==> src/reset_standby_pkg.sv <==
// Function
// - any of five sources enters system reset
// - watchdog second overflow period: four choices
// - break reset touches core only
// - cause register kept; matching flag set
// - bit 0 flags power-on reset
// - bit 2 flags watchdog reset
// - bit 5 flags supply monitor reset
// - reset pin records no cause flag
// - reset overrides and abandons all activity
// - reset loads register defaults, except break
// - stack pointer from words 0000H/0001H
// - program counter vector; break low level uses 0004H
// - data memory and undefined registers untouched
// - other value after 5n cancels sequence
// - stop bit with acceptor enters STOP
// - acceptor disabled during system reset
// - no enable while interrupt pending
// - four states: reset, run, halt, stop
// - block control resets and gates peripherals
// - standby bits: 00 run, 01 halt, 10 stop
// - interrupt ends stop; halt ends on interrupt
package reset_standby_pkg;

  // ==========================================================
  // register map
  localparam logic [15:0] ADDR_RESET_CAUSE   = 16'hF001;
  localparam logic [15:0] ADDR_STOP_UNLOCK   = 16'hF008;
  localparam logic [15:0] ADDR_STANDBY       = 16'hF009;
  localparam logic [15:0] ADDR_WDT_PERIOD    = 16'hF0F0;
  localparam logic [15:0] ADDR_MODE_STATUS   = 16'hF0F1;
  localparam logic [3:0][15:0] ADDR_BLK      = {16'hF02F, 16'hF02E, 16'hF02C, 16'hF02A};
  localparam logic [3:0][7:0]  BLK_MASK      = {8'h01, 8'hCF, 8'h01, 8'h04};
  localparam logic [7:0]  BLK_RESET          = 8'h00;
  localparam logic [7:0]  RD_ZERO            = 8'h00;

  // ==========================================================
  // reset cause fields
  localparam int          CAUSE_POR_BIT      = 0;
  localparam int          CAUSE_WDT_BIT      = 2;
  localparam int          CAUSE_SUPPLY_BIT   = 5;
  localparam logic [7:0]  CAUSE_MASK         = 8'h25;
  localparam logic [7:0]  CAUSE_POWER_ON     = 8'h01;

  // ==========================================================
  // standby and unlock codes
  localparam int          SBY_STOP_BIT       = 1;
  localparam int          SBY_HALT_BIT       = 0;
  localparam logic [3:0]  UNLOCK_FIRST       = 4'h5;
  localparam logic [3:0]  UNLOCK_SECOND      = 4'hA;

  // ==========================================================
  // vectors
  localparam logic [15:0] VEC_SP_ADDR        = 16'h0000;
  localparam logic [15:0] VEC_PC_ADDR        = 16'h0002;
  localparam logic [15:0] VEC_BRK_ADDR       = 16'h0004;
  localparam logic [1:0]  BRK_LEVEL_MAX      = 2'h1;

  // ==========================================================
  // timing
  localparam int          CLK_KHZ            = 40000;
  localparam int          RESET_HOLD_NS      = 1000;
  localparam int          RESET_HOLD_CYCLES  = (RESET_HOLD_NS * CLK_KHZ + 999999) / 1000000;
  localparam int          WDT_MS_0           = 250;
  localparam int          WDT_MS_1           = 1000;
  localparam int          WDT_MS_2           = 4000;
  localparam int          WDT_MS_3           = 16000;
  localparam logic [1:0]  WDT_SEL_RESET      = 2'h0;

  typedef enum logic [1:0] {
    MODE_RESET = 2'b00,
    MODE_RUN   = 2'b01,
    MODE_HALT  = 2'b10,
    MODE_STOP  = 2'b11
  } op_mode_e;

endpackage : reset_standby_pkg

==> src/reset_and_standby_control.sv <==
// Chosen here: strobed register access.
`timescale 1ns/10ps
module reset_and_standby_control
  import reset_standby_pkg::*;
#(
  parameter int WDT_CYCLES_0 = WDT_MS_0 * CLK_KHZ,
  parameter int WDT_CYCLES_1 = WDT_MS_1 * CLK_KHZ,
  parameter int WDT_CYCLES_2 = WDT_MS_2 * CLK_KHZ,
  parameter int WDT_CYCLES_3 = WDT_MS_3 * CLK_KHZ
) (
  // clock and reset
  input  wire logic        clk,
  input  wire logic        rstn,

  // reset sources
  input  wire logic        reset_pin_n,
  input  wire logic        por_detect,
  input  wire logic        supply_monitor_reset,
  input  wire logic        wdt_second_overflow,
  input  wire logic        break_instruction,

  // core status
  input  wire logic [1:0]  interrupt_level_field,
  input  wire logic        irq_pending,
  input  wire logic        wdt_irq,

  // register port
  input  wire logic [15:0] reg_addr,
  input  wire logic [7:0]  reg_wdata,
  input  wire logic        reg_wr,
  input  wire logic        reg_rd,
  output logic      [7:0]  reg_rdata,

  // reset and vector outputs
  output logic             core_reset,
  output logic             sfr_reset,
  output logic [15:0]      sp_vector_addr,
  output logic [15:0]      pc_vector_addr,
  output logic             vector_load,

  // operating mode
  output logic [1:0]       op_mode,
  output logic             halt_active,
  output logic             stop_active,
  output logic             stop_accept_en,

  // watchdog period
  output logic [1:0]       wdt_period_sel,
  output logic [31:0]      wdt_period_cycles,

  // peripherals: uart, adc, timer 8,9,A,B,E,F, pwm
  output logic [8:0]       periph_reset,
  output logic [8:0]       periph_clk_en
);

  localparam logic [15:0] HOLD_LOAD = 16'(RESET_HOLD_CYCLES);

  // ==========================================================
  // source synchronisation
  logic [2:0]  pin_sync;
  logic        pin_rst;
  logic        por_rst;
  logic        sup_rst;
  logic        hard_src;
  logic        any_src;

  two_stage_sync #(
    .WIDTH    (3)
  ) u_sync (
    .clk      (clk),
    .rstn     (rstn),
    .async_in ({supply_monitor_reset, por_detect, ~reset_pin_n}),
    .sync_out (pin_sync)
  );

  assign pin_rst  = pin_sync[0];
  assign por_rst  = pin_sync[1];
  assign sup_rst  = pin_sync[2];
  assign hard_src = pin_rst | por_rst | sup_rst | wdt_second_overflow;
  assign any_src  = hard_src | break_instruction;

  // ==========================================================
  // register decode
  logic        wr_cause;
  logic        wr_unlock;
  logic        wr_standby;
  logic        wr_wdt;
  logic [3:0]  wr_blk;

  assign wr_cause   = reg_wr && reg_addr == ADDR_RESET_CAUSE;
  assign wr_unlock  = reg_wr && reg_addr == ADDR_STOP_UNLOCK;
  assign wr_standby = reg_wr && reg_addr == ADDR_STANDBY;
  assign wr_wdt     = reg_wr && reg_addr == ADDR_WDT_PERIOD;

  for (genvar b = 0; b < 4; b++) begin : g_blk_dec
    assign wr_blk[b] = reg_wr && reg_addr == ADDR_BLK[b];
  end

  // ==========================================================
  // reset hold and break tracking
  logic [15:0] hold_cnt;
  logic        by_break;
  op_mode_e    mode;

  // pulses are stretched so the core sees a full reset
  always_ff @(posedge clk or negedge rstn) begin
    if (!rstn) begin
      hold_cnt <= HOLD_LOAD;
    end else if (any_src) begin
      hold_cnt <= HOLD_LOAD;
    end else if (hold_cnt != 16'h0000) begin
      hold_cnt <= hold_cnt - 16'h0001;
    end
  end

  // a hard source seen at any time makes the whole reset full
  always_ff @(posedge clk or negedge rstn) begin
    if (!rstn) begin
      by_break <= 1'b0;
    end else if (hard_src) begin
      by_break <= 1'b0;
    end else if (break_instruction && mode != MODE_RESET) begin
      by_break <= 1'b1;
    end
  end

  // ==========================================================
  // operating state
  logic        stop_go;
  logic        halt_go;
  logic        leave_reset;

  // prohibited 11 and pending interrupts leave the mode alone
  assign stop_go = wr_standby && reg_wdata[SBY_STOP_BIT] && !reg_wdata[SBY_HALT_BIT]
                   && stop_accept_en && !irq_pending;
  assign halt_go = wr_standby && reg_wdata[SBY_HALT_BIT] && !reg_wdata[SBY_STOP_BIT]
                   && !irq_pending;
  assign leave_reset = mode == MODE_RESET && hold_cnt == 16'h0000;

  always_ff @(posedge clk or negedge rstn) begin
    if (!rstn) begin
      mode <= MODE_RESET;
    end else if (any_src) begin
      mode <= MODE_RESET;
    end else begin
      case (mode)
        MODE_RESET: begin
          if (hold_cnt == 16'h0000) begin
            mode <= MODE_RUN;
          end
        end
        MODE_RUN: begin
          if (stop_go) begin
            mode <= MODE_STOP;
          end else if (halt_go) begin
            mode <= MODE_HALT;
          end
        end
        MODE_HALT: begin
          if (wdt_irq || irq_pending) begin
            mode <= MODE_RUN;
          end
        end
        MODE_STOP: begin
          if (irq_pending) begin
            mode <= MODE_RUN;
          end
        end
        default: begin
          mode <= MODE_RESET;
        end
      endcase
    end
  end

  assign op_mode     = mode;
  assign core_reset  = mode == MODE_RESET;
  assign halt_active = mode == MODE_HALT;
  assign stop_active = mode == MODE_STOP;

  // flopped, not decoded: mode and the break flag move on one edge and would glitch it
  always_ff @(posedge clk or negedge rstn) begin
    if (!rstn) begin
      sfr_reset <= 1'b1;
    end else if (hard_src) begin
      sfr_reset <= 1'b1;
    end else if (break_instruction && mode != MODE_RESET) begin
      sfr_reset <= 1'b0;
    end else begin
      sfr_reset <= (break_instruction || (mode == MODE_RESET && hold_cnt != 16'h0000))
                   && !by_break;
    end
  end

  // ==========================================================
  // vectors
  assign sp_vector_addr = VEC_SP_ADDR;

  always_ff @(posedge clk or negedge rstn) begin
    if (!rstn) begin
      pc_vector_addr <= VEC_PC_ADDR;
    end else if (hard_src) begin
      pc_vector_addr <= VEC_PC_ADDR;
    end else if (break_instruction && mode != MODE_RESET) begin
      pc_vector_addr <= (interrupt_level_field <= BRK_LEVEL_MAX)
                        ? VEC_BRK_ADDR : VEC_PC_ADDR;
    end
  end

  // one pulse as the core leaves reset and fetches both words
  always_ff @(posedge clk or negedge rstn) begin
    if (!rstn) begin
      vector_load <= 1'b0;
    end else begin
      vector_load <= leave_reset && !any_src;
    end
  end

  // ==========================================================
  // stop acceptor
  logic        unlock_clear;

  // cleared on the edge a source hits, so no reset cycle sees it armed
  assign unlock_clear = core_reset | any_src;

  stop_unlock u_unlock (
    .clk          (clk),
    .rstn         (rstn),
    .sys_reset    (unlock_clear),
    .wr_strobe    (wr_unlock),
    .wdata        (reg_wdata),
    .irq_pending  (irq_pending),
    .stop_entered (stop_go),
    .accept_en    (stop_accept_en)
  );

  // ==========================================================
  // reset cause: power-up sets only the power-on flag
  logic [7:0]  cause;
  logic [7:0]  cause_set;
  logic [7:0]  next_cause;

  always_comb begin
    cause_set                   = 8'h00;
    cause_set[CAUSE_POR_BIT]    = por_rst;
    cause_set[CAUSE_WDT_BIT]    = wdt_second_overflow;
    cause_set[CAUSE_SUPPLY_BIT] = sup_rst;
  end

  // pin reset sets nothing; a new cause beats a clearing write
  always_comb begin
    next_cause = wr_cause ? (reg_wdata & CAUSE_MASK) : cause;
    next_cause = next_cause | cause_set;
  end

  // no system-reset branch: software owns the contents
  always_ff @(posedge clk or negedge rstn) begin
    if (!rstn) begin
      cause <= CAUSE_POWER_ON;
    end else begin
      cause <= next_cause;
    end
  end

  // ==========================================================
  // block control and watchdog period
  logic [3:0][7:0] blk;

  for (genvar b = 0; b < 4; b++) begin : g_blk
    always_ff @(posedge clk or negedge rstn) begin
      if (!rstn) begin
        blk[b] <= BLK_RESET;
      end else if (sfr_reset) begin
        blk[b] <= BLK_RESET;
      end else if (wr_blk[b]) begin
        blk[b] <= reg_wdata & BLK_MASK[b];
      end
    end
  end

  always_ff @(posedge clk or negedge rstn) begin
    if (!rstn) begin
      wdt_period_sel <= WDT_SEL_RESET;
    end else if (sfr_reset) begin
      wdt_period_sel <= WDT_SEL_RESET;
    end else if (wr_wdt) begin
      wdt_period_sel <= reg_wdata[1:0];
    end
  end

  always_ff @(posedge clk or negedge rstn) begin
    if (!rstn) begin
      wdt_period_cycles <= 32'(WDT_CYCLES_0);
    end else begin
      case (wdt_period_sel)
        2'h0:    wdt_period_cycles <= 32'(WDT_CYCLES_0);
        2'h1:    wdt_period_cycles <= 32'(WDT_CYCLES_1);
        2'h2:    wdt_period_cycles <= 32'(WDT_CYCLES_2);
        default: wdt_period_cycles <= 32'(WDT_CYCLES_3);
      endcase
    end
  end

  // disabled blocks sit in reset with clocks stopped
  logic [8:0] blk_off;

  assign blk_off = {blk[3][0], blk[2][7], blk[2][6], blk[2][3], blk[2][2],
                    blk[2][1], blk[2][0], blk[1][0], blk[0][2]};

  for (genvar p = 0; p < 9; p++) begin : g_periph
    assign periph_reset[p]  = blk_off[p] | sfr_reset;
    assign periph_clk_en[p] = ~blk_off[p];
  end

  // ==========================================================
  // read port: write-only locations answer zero
  logic [7:0] next_rdata;

  always_comb begin
    next_rdata = RD_ZERO;
    case (reg_addr)
      ADDR_RESET_CAUSE: next_rdata = cause & CAUSE_MASK;
      ADDR_BLK[0]:      next_rdata = blk[0];
      ADDR_BLK[1]:      next_rdata = blk[1];
      ADDR_BLK[2]:      next_rdata = blk[2];
      ADDR_BLK[3]:      next_rdata = blk[3];
      ADDR_WDT_PERIOD:  next_rdata = {6'h00, wdt_period_sel};
      ADDR_MODE_STATUS: next_rdata = {4'h0, by_break, stop_accept_en, mode};
      default:          next_rdata = RD_ZERO;
    endcase
  end

  always_ff @(posedge clk or negedge rstn) begin
    if (!rstn) begin
      reg_rdata <= RD_ZERO;
    end else if (reg_rd) begin
      reg_rdata <= next_rdata;
    end else begin
      reg_rdata <= RD_ZERO;
    end
  end

endmodule : reset_and_standby_control

==> src/two_stage_sync.sv <==
`timescale 1ns/10ps
module two_stage_sync #(
  parameter int WIDTH = 3
) (
  // clock and reset
  input  wire logic             clk,
  input  wire logic             rstn,
  // levels
  input  wire logic [WIDTH-1:0] async_in,
  output logic      [WIDTH-1:0] sync_out
);

  logic [WIDTH-1:0] stage_one;

  // ==========================================================
  // one pair of flops per bit
  for (genvar i = 0; i < WIDTH; i++) begin : g_bit
    always_ff @(posedge clk or negedge rstn) begin
      if (!rstn) begin
        stage_one[i] <= 1'b0;
        sync_out[i]  <= 1'b0;
      end else begin
        stage_one[i] <= async_in[i];
        sync_out[i]  <= stage_one[i];
      end
    end
  end

endmodule : two_stage_sync

==> src/stop_unlock.sv <==
`timescale 1ns/10ps
module stop_unlock
  import reset_standby_pkg::*;
(
  // clock and reset
  input  wire logic       clk,
  input  wire logic       rstn,
  // control
  input  wire logic       sys_reset,
  input  wire logic       wr_strobe,
  input  wire logic [7:0] wdata,
  input  wire logic       irq_pending,
  input  wire logic       stop_entered,
  // state
  output logic            accept_en
);

  logic first_seen;

  // ==========================================================
  // two-write sequence; other bus traffic leaves it alone
  always_ff @(posedge clk or negedge rstn) begin
    if (!rstn) begin
      first_seen <= 1'b0;
    end else if (sys_reset) begin
      first_seen <= 1'b0;
    end else if (wr_strobe) begin
      first_seen <= (wdata[7:4] == UNLOCK_FIRST);
    end
  end

  always_ff @(posedge clk or negedge rstn) begin
    if (!rstn) begin
      accept_en <= 1'b0;
    end else if (sys_reset || stop_entered) begin
      accept_en <= 1'b0;
    end else if (wr_strobe && first_seen && wdata[7:4] == UNLOCK_SECOND
                 && !irq_pending) begin
      accept_en <= 1'b1;
    end
  end

endmodule : stop_unlock

==> config.mk <==
export PLATFORM = sky130hd
export DESIGN_NAME = reset_and_standby_control
export DESIGN_NICKNAME = d
export VERILOG_FILES = /design/src/reset_standby_pkg.sv /design/src/reset_and_standby_control.sv /design/src/two_stage_sync.sv /design/src/stop_unlock.sv
export SDC_FILE = /design/constraint.sdc
export NUM_CORES = 1
export LEC_CHECK = 0
export BUFFER_PORTS_ARGS = -buffer_cell sky130_fd_sc_hd__buf_4
export CORE_ASPECT_RATIO = 1.4
export CORE_UTILIZATION = 38
export DETAILED_ROUTE_END_ITERATION = 7
export PLACE_DENSITY = 0.65
export SYNTH_ARGS = -nofsm -noshare
export SYNTH_HDL_FRONTEND = slang
export SYNTH_HIERARCHICAL = 1
export SYNTH_SLANG_ARGS = --single-unit
==> constraint.sdc <==
create_clock -name clk -period 3 [get_ports clk]
set_clock_uncertainty 0.1 [all_clocks]
set_input_delay 0.15 -clock clk [delete_from_list [all_inputs] [get_ports clk]]
set_output_delay 0.15 -clock clk [all_outputs]
set_load 0.02 [all_outputs]
[Yosys cells after proc, flatten, opt, wreduce, memory -nomap -nowiden]
Index checks and enable logic that the tools add are counted.
Word-level totals
  output and inout port bits: 100
  logic and storage cells: 149
  input port bits: 37
  register bits: 127
Operators by class
  add/sub/neg operators: 1
  muxes and demuxes: 34
  $lt $le $gt $ge: 1
  equal/unequal tests: 20
  bitwise logic cells: 25
  reduce and logical (&&, ||, !) cells: 46
Operators with widths (number)
  $eq A16 B16 Y1 const B: 9
  $pmux W30 S3: 1
  $mux W8: 10
  $mux W16: 4
  $pmux W8 S7: 1
  $logic_and A1 B1 Y1: 23
  $reduce_bool A2 Y1: 10
  $logic_not A16 Y1: 1
  $mux W2: 8
  $reduce_bool A16 Y1: 1
  $sub A16 B1 Y16 const B: 1
  $or A1 B1 Y1: 14
  $not A1 Y1: 10
  $mux W1: 8
  $or A8 B6 Y8: 1
  $pmux W2 S4: 1
  $eq A2 B2 Y1 const B: 3
  $ne A3 B1 Y1 const B: 2
  $logic_not A1 Y1: 5
  $eq A2 B1 Y1 const B: 2
  $eq A4 B3 Y1 const B: 1
  $eq A4 B4 Y1 const B: 1
  $logic_not A2 Y1: 2
  $ne A4 B3 Y1 const B: 1
  other kinds (5): 7

[Longest topological paths before layout]
Gate-level depths: netlist of the first run.
  depth after elaboration: 9
  mapped depth: 8
  depth with buffers taken out: 7

[Cells and area by module]
Netlist of the first run, hierarchy kept.
Modules (own cells, without submodules)
  reset_and_standby_control: seq. area each 1362.6 um2, cells an instance 336, area each 3150.5 um2, instances 1
  two_stage_sync: seq. area each 150.1 um2, cells an instance 6, area each 150.1 um2, instances 1
  stop_unlock: seq. area each 50.0 um2, cells an instance 9, area each 103.8 um2, instances 1

[Worst setup path before layout of the first run]
No wires, ideal clock.
  kind: input to register
  from: input reg_addr[9]
  to: register u_unlock.first_seen
  setup slack: 1.058 ns
  stages: 6
  library setup time: 0.126 ns
  arrival time: 1.716 ns
  path through: or4_4 nor4_1 nand2_1 nor3_1 mux2i_1 nor2_1
Between the ends
  cells in the longest elaborated chain, start to end: 3
Ends and longest elaborated chain
  from (decl): RTL line reset_and_standby_control.sv:28  | input wire logic [15:0] reg_addr,
  $eq A16 B16 Y1: RTL line reset_and_standby_control.sv:91  | assign wr_unlock = reg_wr && reg_addr == ADDR_STOP_UNLOCK;
  $logic_and A1 B1 Y1: RTL line reset_and_standby_control.sv:91
  via wr_unlock: RTL line reset_and_standby_control.sv:85  | logic wr_unlock;
  $reduce_bool A2 Y1 (no source line)
  to (signal assigned): RTL line stop_unlock.sv:28  | first_seen <= (wdata[7:4] == UNLOCK_FIRST);
  to (decl): RTL line stop_unlock.sv:18  | logic first_seen;
The timed path passes the listed nets, and every way through them passes these cells.
A chain may end at the register's enable or synchronous reset.

[Final worst setup path of the first run]
  from: register hold_cnt[8]
  to: register vector_load
Between the ends
  cells in the longest elaborated chain, start to end: 3
Ends and longest elaborated chain
  from (decl): RTL line reset_and_standby_control.sv:101  | logic [15:0] hold_cnt;
  from (signal assigned): RTL line reset_and_standby_control.sv:112  | hold_cnt <= hold_cnt - 16'h0001;
  $logic_not A16 Y1: RTL line reset_and_standby_control.sv:138  | assign leave_reset = mode == MODE_RESET && hold_cnt == 16'h0000;
  $logic_and A1 B1 Y1: RTL line reset_and_standby_control.sv:138
  $logic_and A1 B1 Y1: RTL line reset_and_standby_control.sv:215  | vector_load <= leave_reset && !any_src;
  to (signal assigned): RTL line reset_and_standby_control.sv:215
  to (decl): RTL line reset_and_standby_control.sv:39  | output logic vector_load,
Every way passes these cells.

==> results of run 1 <==
## final cells by class
type | count | area [sq um] | area share [%]
flip-flops and latches | 62 | 1563 | 35.81
well taps | 105 | 131.4 | 3.010
repair buffers | 106 | 825.8 | 18.92
clock buffers | 14 | 264.0 | 6.049
inverters | 20 | 75.07 | 1.720
clock inverters | 2 | 10.01 | 0.2294
multi-input cells | 250 | 1495 | 34.26
## logic make-up (layout without fill, tap and decap cells)
kind of cell	after synthesis	after routing	share of synthesized area, %
and+or+nand+nor	143	143	23.67
buffers and inverters	80	142	14.70
DFF	62	62	45.90
AOI/OAI and AO/OA	35	35	6.726
muxes	14	14	4.116
xor gates and xnor gates	10	10	2.572
adders and majority gates	6	6	2.205
other	1	42	0.1101
## cell usage after synthesis (all sizes together) (6+ instances only)
| cell | number | area share [%] |
|---|---|---|
| buf | 54 | 12 |
| o21ai | 7 | 1.0 |
| nand2 | 8 | 0.88 |
| nor3 | 18 | 2.8 |
| mux2i | 14 | 4.1 |
| xnor2 | 10 | 2.6 |
| clkbuf | 6 | 0.66 |
| a21oi | 12 | 1.8 |
| inv | 20 | 2.2 |
| nor2b | 6 | 1.1 |
| nor4 | 10 | 2.5 |
| or3 | 6 | 1.1 |
| dfrtp | 53 | 39 |
| ha | 6 | 2.2 |
| dfstp | 9 | 6.9 |
| nor2 | 44 | 4.9 |
| nand4 | 7 | 1.3 |
| or2 | 13 | 2.5 |
## cells in the final DEF (no fill, tap or decap), types with 2 or more instances in the layout
cell type      Yosys  layout
nor2b_1            6       6
or2_2             12      12
buf_4             53      94
nor2_1            44      44
nand3_1            5       5
o21ai_0            7       7
and4_1             3       3
mux2i_1           14      14
nor3b_1            3       3
and3_1             4       4
clkbuf_16          0       9
nor3_1            17      17
and2_1             2       2
nor4_1             8       8
a211oi_1           2       2
or3_1              6       6
or4_1              2       2
dlygate4sd3_1      0      12
dfstp_2            9       9
nand2b_1           4       4
clkbuf_1           6       3
xnor2_1           10      10
nand3b_1           2       2
clkbuf_8           0       2
dfrtp_1           53      53
a32oi_1            2       2
inv_1             20      20
clkinv_2           0       2
nand2_1            8       8
ha_1               6       6
a22o_1             3       3
conb_1             1      42
nand4_1            7       7
a21oi_1           12      12
## state kept, by name, summed over array words and instances, names as in the netlist
register and cells:
by_break 1, cause 3, u_unlock/first_seen 1, vector_load 1
u_unlock/accept_en 1, pc_vector_addr 2, hold_cnt 16, u_sync/stage_one 3
op_mode 2, reg_rdata 7, blk 9, wdt_period_cycles 10
wdt_period_sel 2, u_sync/sync_out 3, sfr_reset 1
## power by group through the flow
stage / Combinational (mW) / Sequential (mW) / Clock (mW)
after global routing: 0.169 / 0.847 / 0.998
after detailed placement: 0.140 / 0.860 / 0
final: 0.152 / 0.847 / 0.935
after CTS: 0.153 / 0.847 / 0.955
after global placement: 0.138 / 0.860 / 0
after floorplan: 0.113 / 0.859 / 0
## worst min-delay path, stage by stage
cell	delay (ns)
buf_4	0.11
mux2i_1	0.06
nor2_1	0.08
## worst max path at each step
stage / to / slack, ns / cells after the start
floorplan: u_unlock/first_seen$_DFFE_PN0P_ / 1.06 / 6
global placement: hold_cnt[0]$_DFFE_PN0P_ / 0.77 / 5
detailed placement: hold_cnt[0]$_DFFE_PN0P_ / 0.73 / 5
CTS: vector_load$_DFF_PN0_ / 0.69 / 4
global route: hold_cnt[1]$_DFFE_PN0P_ / 0.47 / 4
finish: vector_load$_DFF_PN0_ / 0.65 / 4
## stage by stage
step / power [mW] / cells / utilization, %
after floorplan: 0.9727 / 392 / -
after CTS: 1.954 / 559 / 50.40
final: 1.933 / 559 / 50.40
after detailed placement: 1.000 / 531 / 45.85
after global routing: 2.013 / 559 / 50.40
after global placement: 0.9984 / 531 / 45.85
## per-layer routing
| metal | global-route usage [%] | routed length (um) | vias up |
|---|---|---|---|
| met4 | 7.485 | 174 | 0 |
| met5 | 0 | 0 | - |
| met1 | 20.43 | 2987 | 1304 |
| met2 | 27.38 | 3662 | 111 |
| met3 | 4.880 | 519 | 15 |
| li1 | - | - | 1313 |
==> impl_results.md, run 1 <==
* Hold_buf cts at 12
* Fill cells at 865
* Routability Congestion at 0.8224
* Hold Path End: wdt_period_sel[1]$_DFFE_PN0P_
* Switching Fraction at between 20% and 30%
* Cell Chain, Critical Path: nor4_1 -> and4b_1 -> nand2_1 -> nor4_1
* CTS resizes at 0
* Cell Rows at 40
* Nature of the critical path endpoint: flip-flop
* Setup TNS at 0 ns
* Vias at 2,743
* Clk buf depth at 2
* DPL Wire Length at 5.341 mm
* Crit. Startpoint: hold_cnt[8]$_DFFE_PN0P_
* I/O pin total at 137
* Switching pwr at 438.0 uW
* Crit path max-delay family: simple AND/OR/NAND/NOR gates
* H-Tree Depth at 3
* Clk slew on worst S/H paths at 0.05 ns
* WL final at 7.344 mm
* # Max-Cap Violations at 0
* Clock share of power at between 40% and 50%
* Crit start category: flip-flop
* Run status: finished clean
* HP Class: primary input to flip-flop
* Die Y at 114.0 um
* Root Driver: clkbuf_16
* Die ar. at 0.009347 sq mm
* Crit path DAT at 2.45 ns
* Initial Util at 39.32%
* Async S/R FF share, synth at 100.0%
* Pre-CTS setup slack at 0.7288 ns
* Synth Instances at 351
* Total CTS buffers at 9
* RR Startpoint: hold_cnt[8]$_DFFE_PN0P_
* Final Hold Violating Endpoints at 0
* Finished layout cell area at 0.004364 sq mm
* Max-slew violations at 0
* Crit Path Category: flip-flop to flip-flop
* DP Area at 0.003970 sq mm
* Hold_ws at 0.02038 ns
* Power share of the combinational group at 7.8%
* Min Clock Period, post-route at 2.346 ns
* Cells on worst reg2reg path at 4
* DRC viols at 0
* Synth unique cells at 50
* Avg WL per Cell at roughly 13 um
* P_leak at 1.956 nW
* Vias per cell at approximately 4.9
* Antenna violations before repair at 0
* CP Max Fanout at 13
* Pwr dens at roughly 440 mW/mm^2
* CP Buf/Inv Count at 0
* Largest net degree at the start of global routing at 63
* FF+latch count, synth at 62
* Max Freq at 426.2 MHz
* Main flop type after synthesis: dfrtp_1
* Die X at 82.00 um
* Reg power frac at a little over two fifths
* TritonCTS clock tree: done
* Fin worst setup slack at 0.6540 ns
* Post-Synthesis Cell Area at about 0.0034 sq mm
* CP required at 3.11 ns
* Latest clock arrival within the worst-skew pair at 0.32 ns
* Average size of a mapped cell at 9.699 sq um
* Drt pass-1 iters at 4
* First-pass GRT wire length at 11.97 mm
* Final ANT Viol Nets at 0
* Layout cells sized above 1 at 29.52%
* Hold Path Depth at 3
* Seq/Total Area, Yosys at 45.90%
* Antenna diode count at 0
* Post-synth EDFFs at 0
* Vias in the first global route at 2,617
* Flop2flop setup slack at between 0.6 and 0.7 ns
* Ys Warns at 6
* Fin crit share at between 70% and 80%
* Max-slew headroom at about half
* Core area at 0.008658 sq mm
* CTS Sinks at between 60 and 70
* Unrepaired setup endpoints after global routing: false
* Drt initial violations at slightly below 70
* IO Port Bufs at 93
* Post-CTS setup buffer count at 0
* CP max stage cell: nor4_1
* Worst Max-Slew Pin Slew at 0.7653 ns
* Cell internal pwr at around 1.5 mW
* Area delta synth->final at 28.19%
* Maximum vdd ir drop at ~0.00029 V
* Crit-path max cell delay at 0.57 ns
* Hold_sp: reg_wdata[1]
* Final setup viols at 0
* Fin nets at 492
* Grt total ovfl at 0
* FF-to-FF End: vector_load$_DFF_PN0_
* Total GRT Usage at 16.89%
* CP most frequent cell: nor4_1
Power figures use the tool's default switching activity.
==> inputs of run 2 (changes only) <==
--- a/config.mk
+++ b/config.mk
@@ -9,7 +9,7 @@
 export CORE_ASPECT_RATIO = 1.4
 export CORE_UTILIZATION = 38
 export DETAILED_ROUTE_END_ITERATION = 7
-export PLACE_DENSITY = 0.65
+export PLACE_DENSITY = 0.68
 export SYNTH_ARGS = -nofsm -noshare
 export SYNTH_HDL_FRONTEND = slang
 export SYNTH_HIERARCHICAL = 1
==> constraint.sdc (replaced) <==
create_clock -name clk -period 2.1 [get_ports clk]
set_clock_uncertainty 0.1 [all_clocks]
set_input_delay 0.105 -clock clk [delete_from_list [all_inputs] [get_ports clk]]
set_output_delay 0.105 -clock clk [all_outputs]
set_load 0.02 [all_outputs]
==> impl_results.md, run 2 (synthesized netlist as in run 1, its figures left out) <==
* Avg WL per Cell at roughly 13 um
* Pwr dens at about 660 mW/mm^2
* Crit path DAT at around 2.1 ns
* Routability Congestion at 0.8897
* TritonCTS clock tree: done
* Crit start category: flip-flop
* I/O pin total at 137
* End of the critical path: hold_cnt[11]$_DFFE_PN0P_
* Latest clock arrival within the worst-skew pair at about 0.33 ns
* Drt initial violations at between 80 and 90
* Max Freq at between 500 and 600 MHz
* Total CTS buffers at 9
* Final Hold Violating Endpoints at 0
* WL final at 7.541 mm
* Fill cells at 828
* Finished layout cell area at ~0.0045 sq mm
* Grt total ovfl at 0
* First-pass GRT wire length at ~12 mm
* CP Max Fanout at 9
* Die ar. at 0.009347 sq mm
* Crit-path max cell delay at 0.39 ns
* Clk buf depth at 2
* CP Buf/Inv Count at 2
* H-Tree Depth at 3
* Cell Chain, Critical Path: inv_1 -> ha_1 -> nor3b_1 -> and4b_2 -> buf_4 -> nor4_1 -> xnor2_1 -> nor2_1
* DRC viols at 0
* Fin nets at 506
* HP Class: primary input to flip-flop
* Maximum vdd ir drop at about 0.00055 V
* Area delta synth->final at 32.86%
* Min Clock Period, post-route at 1.986 ns
* Commonest non-fill, non-tap cell in the layout: buf_4
* CP required at 2.21 ns
* Worst Max-Slew Pin Slew at 0.7772 ns
* Crit path max-delay family: simple AND/OR/NAND/NOR gates
* Unrepaired setup endpoints after global routing: false
* Vias at 2,804
* Max-slew violations at 0
* Antenna violations before repair at 0
* FF-to-FF End: hold_cnt[11]$_DFFE_PN0P_
* Antenna diode count at 0
* CTS Sinks at 62
* IO Port Bufs at 93
* Clk slew on worst S/H paths at approximately 0.050 ns
* Largest Register: hold_cnt
* Largest net degree at the start of global routing at 63
* RR Startpoint: hold_cnt[0]$_DFFE_PN0P_
* Finished Layout Cells at 573
* # Max-Cap Violations at 0
* Vias per cell at 4.894
* Max-slew headroom at between 40% and 50%
* Core area at 0.008658 sq mm
* Final setup viols at 0
* Root Driver: clkbuf_16
* Placed Instances at 541
* Final ANT Viol Nets at 0
* DP Area at 0.004045 sq mm
* Largest register FFs at 16
* Vias in the first global route at 2,654
* Nature of the critical path endpoint: flip-flop
* Cells on worst reg2reg path at 8
* Layout cells sized above 1 at 31.41%
* P_leak at 2.039 nW
* Crit. Startpoint: hold_cnt[0]$_DFFE_PN0P_
* Drt pass-1 iters at 4
* Initial Util at between 30% and 40%
* CP max stage cell: dfrtp_1
* Total GRT Usage at 17.53%
* Die Y at 114.0 um
* Crit Path Category: flip-flop to flip-flop
* Largest regs: hold_cnt x16, wdt_period_cycles x10, blk x9
* DPL Wire Length at 5.509 mm
* Setup TNS at 0 ns
* Fin crit share at between 90% and 100%
* Hold_sp: wdt_irq
* Worst path depth at 8
* Cell Rows at 40
* Most frequent cells in the layout: buf_4, dfrtp_1, nor2_1
* Die X at 82.00 um
* Post-CTS setup buffer count at 0
* Run status: finished clean
* Flop2flop setup slack at 0.11 ns
==> run 2: changes by cell type in the layout (fill, tap and decap cells not counted), moves of 2 or more <==
| cell | before | now |
|---|---|---|
| clkbuf_1 | 3 | 1 |
| buf_4 | 94 | 104 |
| clkbuf_8 | 2 | 0 |
| bufinv_16 | 0 | 2 |
| dlygate4sd3_1 | 12 | 16 |
==> run 2: power by group <==
part / switching (mW) / total, mW / leakage [nW] / internal (mW)
clock network: 0.517 / 1.55 / 0.152 / 1.03
registers: 0.00494 / 1.21 / 0.811 / 1.20
logic: 0.146 / 0.226 / 1.08 / 0.0805
==> run 2: area by class of cell <==
type	count	area (sq um)	area share [%]
Timing Repair Buffer	120	940.9	20.80
Inverter	20	75.07	1.660
Tap cell	105	131.4	2.905
Sequential cell	62	1563	34.55
Clock buffer	10	229.0	5.062
Clock inverter	6	86.33	1.909
Multi-Input combinational cell	250	1498	33.11
==> run 2: layer usage <==
metal	global-route usage (%)	part of all wire, %	vias to the layer above
met5	0	0	-
met4	8.772	2.2	0
met3	5.120	6.5	12
met2	29.09	51	110
met1	20.08	40	1343
li1	-	-	1339
==> run 2: stage by stage <==
stage                     hold slack, ns  utilization [%]  power [mW]  setup WS [ns]
final                           0.006964            52.24       2.987         0.1142
after global routing             0.03897            52.24       3.096        0.01516
after CTS                       0.001828            52.21       3.021         0.1039
after detailed placement          0.1164            46.72       1.431         0.1016
after global placement            0.1163            46.72       1.428         0.1227
after floorplan                  -0.2906                -       1.390         0.2026
==> run 2: worst min path at each step <==
| stage | to | depth (start not counted) |
|---|---|---|
| 3_5_place_dp | u_sync/stage_one[2]$_DFF_PN0_ | 1 |
| 2_1_floorplan | blk[16]$_DFFE_PN0P_ | 0 |
| 4_1_cts | op_mode[1]$_DFFE_PN0P_ | 4 |
| 5_1_grt | op_mode[1]$_DFFE_PN0P_ | 4 |
| 3_3_place_gp | u_sync/stage_one[1]$_DFF_PN0_ | 1 |
| 6_report | op_mode[1]$_DFFE_PN0P_ | 4 |
==> run 2: tightest hold or removal path: stages <==
cell and delay, ns:
buf_4 0.08, nand2b_1 0.08, nand2_1 0.08, a21oi_1 0.05
==> run 2: what timing repair did <==
| action | 4_1_cts | 5_1_grt |
|---|---|---|
| endpoints found under the hold margin | 77 | 0 |
| hold buffers | 16 | 0 |
| endpoints found under the setup margin | 0 | 4 |
| resized for setup | 0 | 2 |
==> inputs of run 3 (changes only) <==
==> constraint.sdc (replaced) <==
create_clock -name clk -period 2.1 [get_ports clk]
set_clock_uncertainty 0.1 [all_clocks]
set_input_delay 0.21 -clock clk [delete_from_list [all_inputs] [get_ports clk]]
set_output_delay 0.21 -clock clk [all_outputs]
set_load 0.02 [all_outputs]
==> impl_results.md, run 3 (synthesized netlist as in run 1, its figures left out) <==
* Crit start category: flip-flop
* Unrepaired setup endpoints after global routing: false
* Power, Total at ~2.9 mW
* Largest net degree at the start of global routing at 63
* Largest Register: hold_cnt
* Antenna diode count at 0
* Clk buf depth at 2
* DRC viols at 0
* Switching Fraction at a little under a quarter
* Fin nets at between 400 and 500
* Cell internal pwr at approximately 2.3 mW
* Initial Util at roughly two fifths
* Routability Congestion at just under 0.9
* Antenna violations before repair at 0
* Max Freq at 506.7 MHz
* Run status: finished clean
* Final setup viols at 0
* Core area at 0.008658 sq mm
* Layout cells sized above 1 at 33.04%
* Nature of the critical path endpoint: flip-flop
* CTS Sinks at 62
* Hold Path Depth at 3
* HP Class: primary input to flip-flop
* Largest regs: hold_cnt x16, wdt_period_cycles x10, blk x9
* Clk slew on worst S/H paths at 0.05 ns
* First-pass GRT wire length at approximately 12 mm
* IO Port Bufs at 93
* P_leak at 1.998 nW
* Clock share of power at 51.5%
* Avg WL per Cell at roughly 13 um
* I/O pin total at 137
* Max-slew violations at 0
* Drt initial violations at 112
* Max-slew headroom at 49.05%
* Cells on worst reg2reg path at 8
* Post-CTS setup buffer count at 0
* Area delta synth->final at 29.77%
* Commonest non-fill, non-tap cell in the layout: buf_4
* DPL Wire Length at 5.571 mm
* Final Hold Violating Endpoints at 0
* CP required at 2.20 ns
* Crit-path max cell delay at 0.40 ns
* Grt total ovfl at 0
* Root Driver: clkbuf_16
* Largest register FFs at 16
* Vias in the first global route at around 2,600
* Setup TNS at 0 ns
* Pwr dens at 662.2 mW/mm^2
* Drt pass-1 iters at 5
* Crit Path Category: flip-flop to flip-flop
* Worst Max-Slew Pin Slew at roughly 0.76 ns
* Latest clock arrival within the worst-skew pair at 0.32 ns
* Die X at 82.00 um
* Die ar. at around 0.0093 sq mm
* TritonCTS clock tree: done
* Vias per cell at 4.859
* Power share of the combinational group at 7.1%
* Total GRT Usage at 17.21%
* Fin crit share at a little over nine tenths
* H-Tree Depth at 3
* # Max-Cap Violations at 0
* Cell Rows at 40
* Maximum vdd ir drop at 0.0005283 V
* Die Y at approximately 110 um
* Total CTS buffers at 9
* CP Max Fanout at 9
* Final ANT Viol Nets at 0
* Min Clock Period, post-route at 1.973 ns
* Cell Chain, Critical Path: inv_1 -> ha_1 -> nor3b_1 -> and4b_2 -> buf_4 -> nor4_2 -> xnor2_1 -> nor2_1
* Crit path DAT at 2.08 ns
* WL final at 7.529 mm
* Most frequent cells in the layout: buf_4, dfrtp_1, nor2_1
* Vias at 2,731
* Switching pwr at roughly 670 uW
* CP max stage cell: dfrtp_1
* Reg power frac at 41.3%
==> run 3: cell types whose count changed in the layout (fill, tap and decap cells not counted), sizes merged <==
| cell | delta |
|---|---|
| clkinvlp | -1 |
| clkinv | +1 |
| clkbuf | +1 |
| bufinv | -1 |
| buf | +1 |
| dlygate4sd3 | -12 |
==> run 3: stage by stage <==
stage          hold WS [ns]  cells  utilization [%]  instance area [sq um]  setup WS, ns
3_5_place_dp         0.2211    542            46.81                   4053       0.01921
4_1_cts             0.01545    562            50.85                   4403       0.05978
5_1_grt             0.02356    562            51.03                   4418      0.009395
6_report            0.01920    562            51.03                   4418        0.1265
3_3_place_gp         0.2208    542            46.81                   4053       0.01319
2_1_floorplan       -0.1856    392                -                   3558       0.09762
==> run 3: final cells by class <==
class	count	area [sq um]
fill	825	4240
tap	105	131.4
multi-input combinational	250	1510
timing repair buffer	109	828.3
clock inverter	5	57.56
clock buffer	11	252.7
sequential	62	1563
inverter	20	75.07
==> run 3: what timing repair did <==
item / CTS / global route
endpoints found under the setup margin: 0 / 3
hold buffers: 4 / 0
resized for setup: 0 / 4
hold endpoints to repair: 56 / 0
==> run 3: worst paths after layout <==
kind / slack, ns / from / to
min in group asynchronous: 0.43 / rstn / u_sync/sync_out[0]$_DFF_PN0_
min reg2reg: 0.25 / u_sync/stage_one[1]$_DFF_PN0_ / u_sync/sync_out[1]$_DFF_PN0_
max reg2reg: 0.13 / hold_cnt[0]$_DFFE_PN0P_ / hold_cnt[11]$_DFFE_PN0P_
max in group asynchronous: 0.97 / rstn / wdt_period_cycles[14]$_DFF_PN0_
max: 0.13 / hold_cnt[0]$_DFFE_PN0P_ / hold_cnt[11]$_DFFE_PN0P_
min: 0.02 / break_instruction / hold_cnt[5]$_DFFE_PN1P_
==> run 3: per-layer routing <==
layer  vias to the layer above  global-route usage, %  part of all wire [%]
li1                       1316                      -                     -
met1                      1282                  19.82                    40
met2                       115                  29.37                    51
met3                        18                  3.600                   6.1
met4                         0                  8.772                   2.8
met5                         -                      0                     0
==> run 3: critical path, delay by kind of cell (launching register included) <==
kind | cells | cell delay, ns
AND/OR/NAND/NOR | 4 | 0.73
flip-flops | 1 | 0.40
buffers and inverters | 2 | 0.26
adder cells (fa/ha/maj) | 1 | 0.20
XOR/XNOR | 1 | 0.16
==> run 3: power by group through the flow <==
stage	Clock, mW	Combinational [mW]	Sequential (mW)
4_1_cts	1.54	0.210	1.21
5_1_grt	1.59	0.232	1.21
3_3_place_gp	0	0.200	1.23
3_5_place_dp	0	0.203	1.23
6_report	1.51	0.209	1.21
2_1_floorplan	0	0.162	1.23
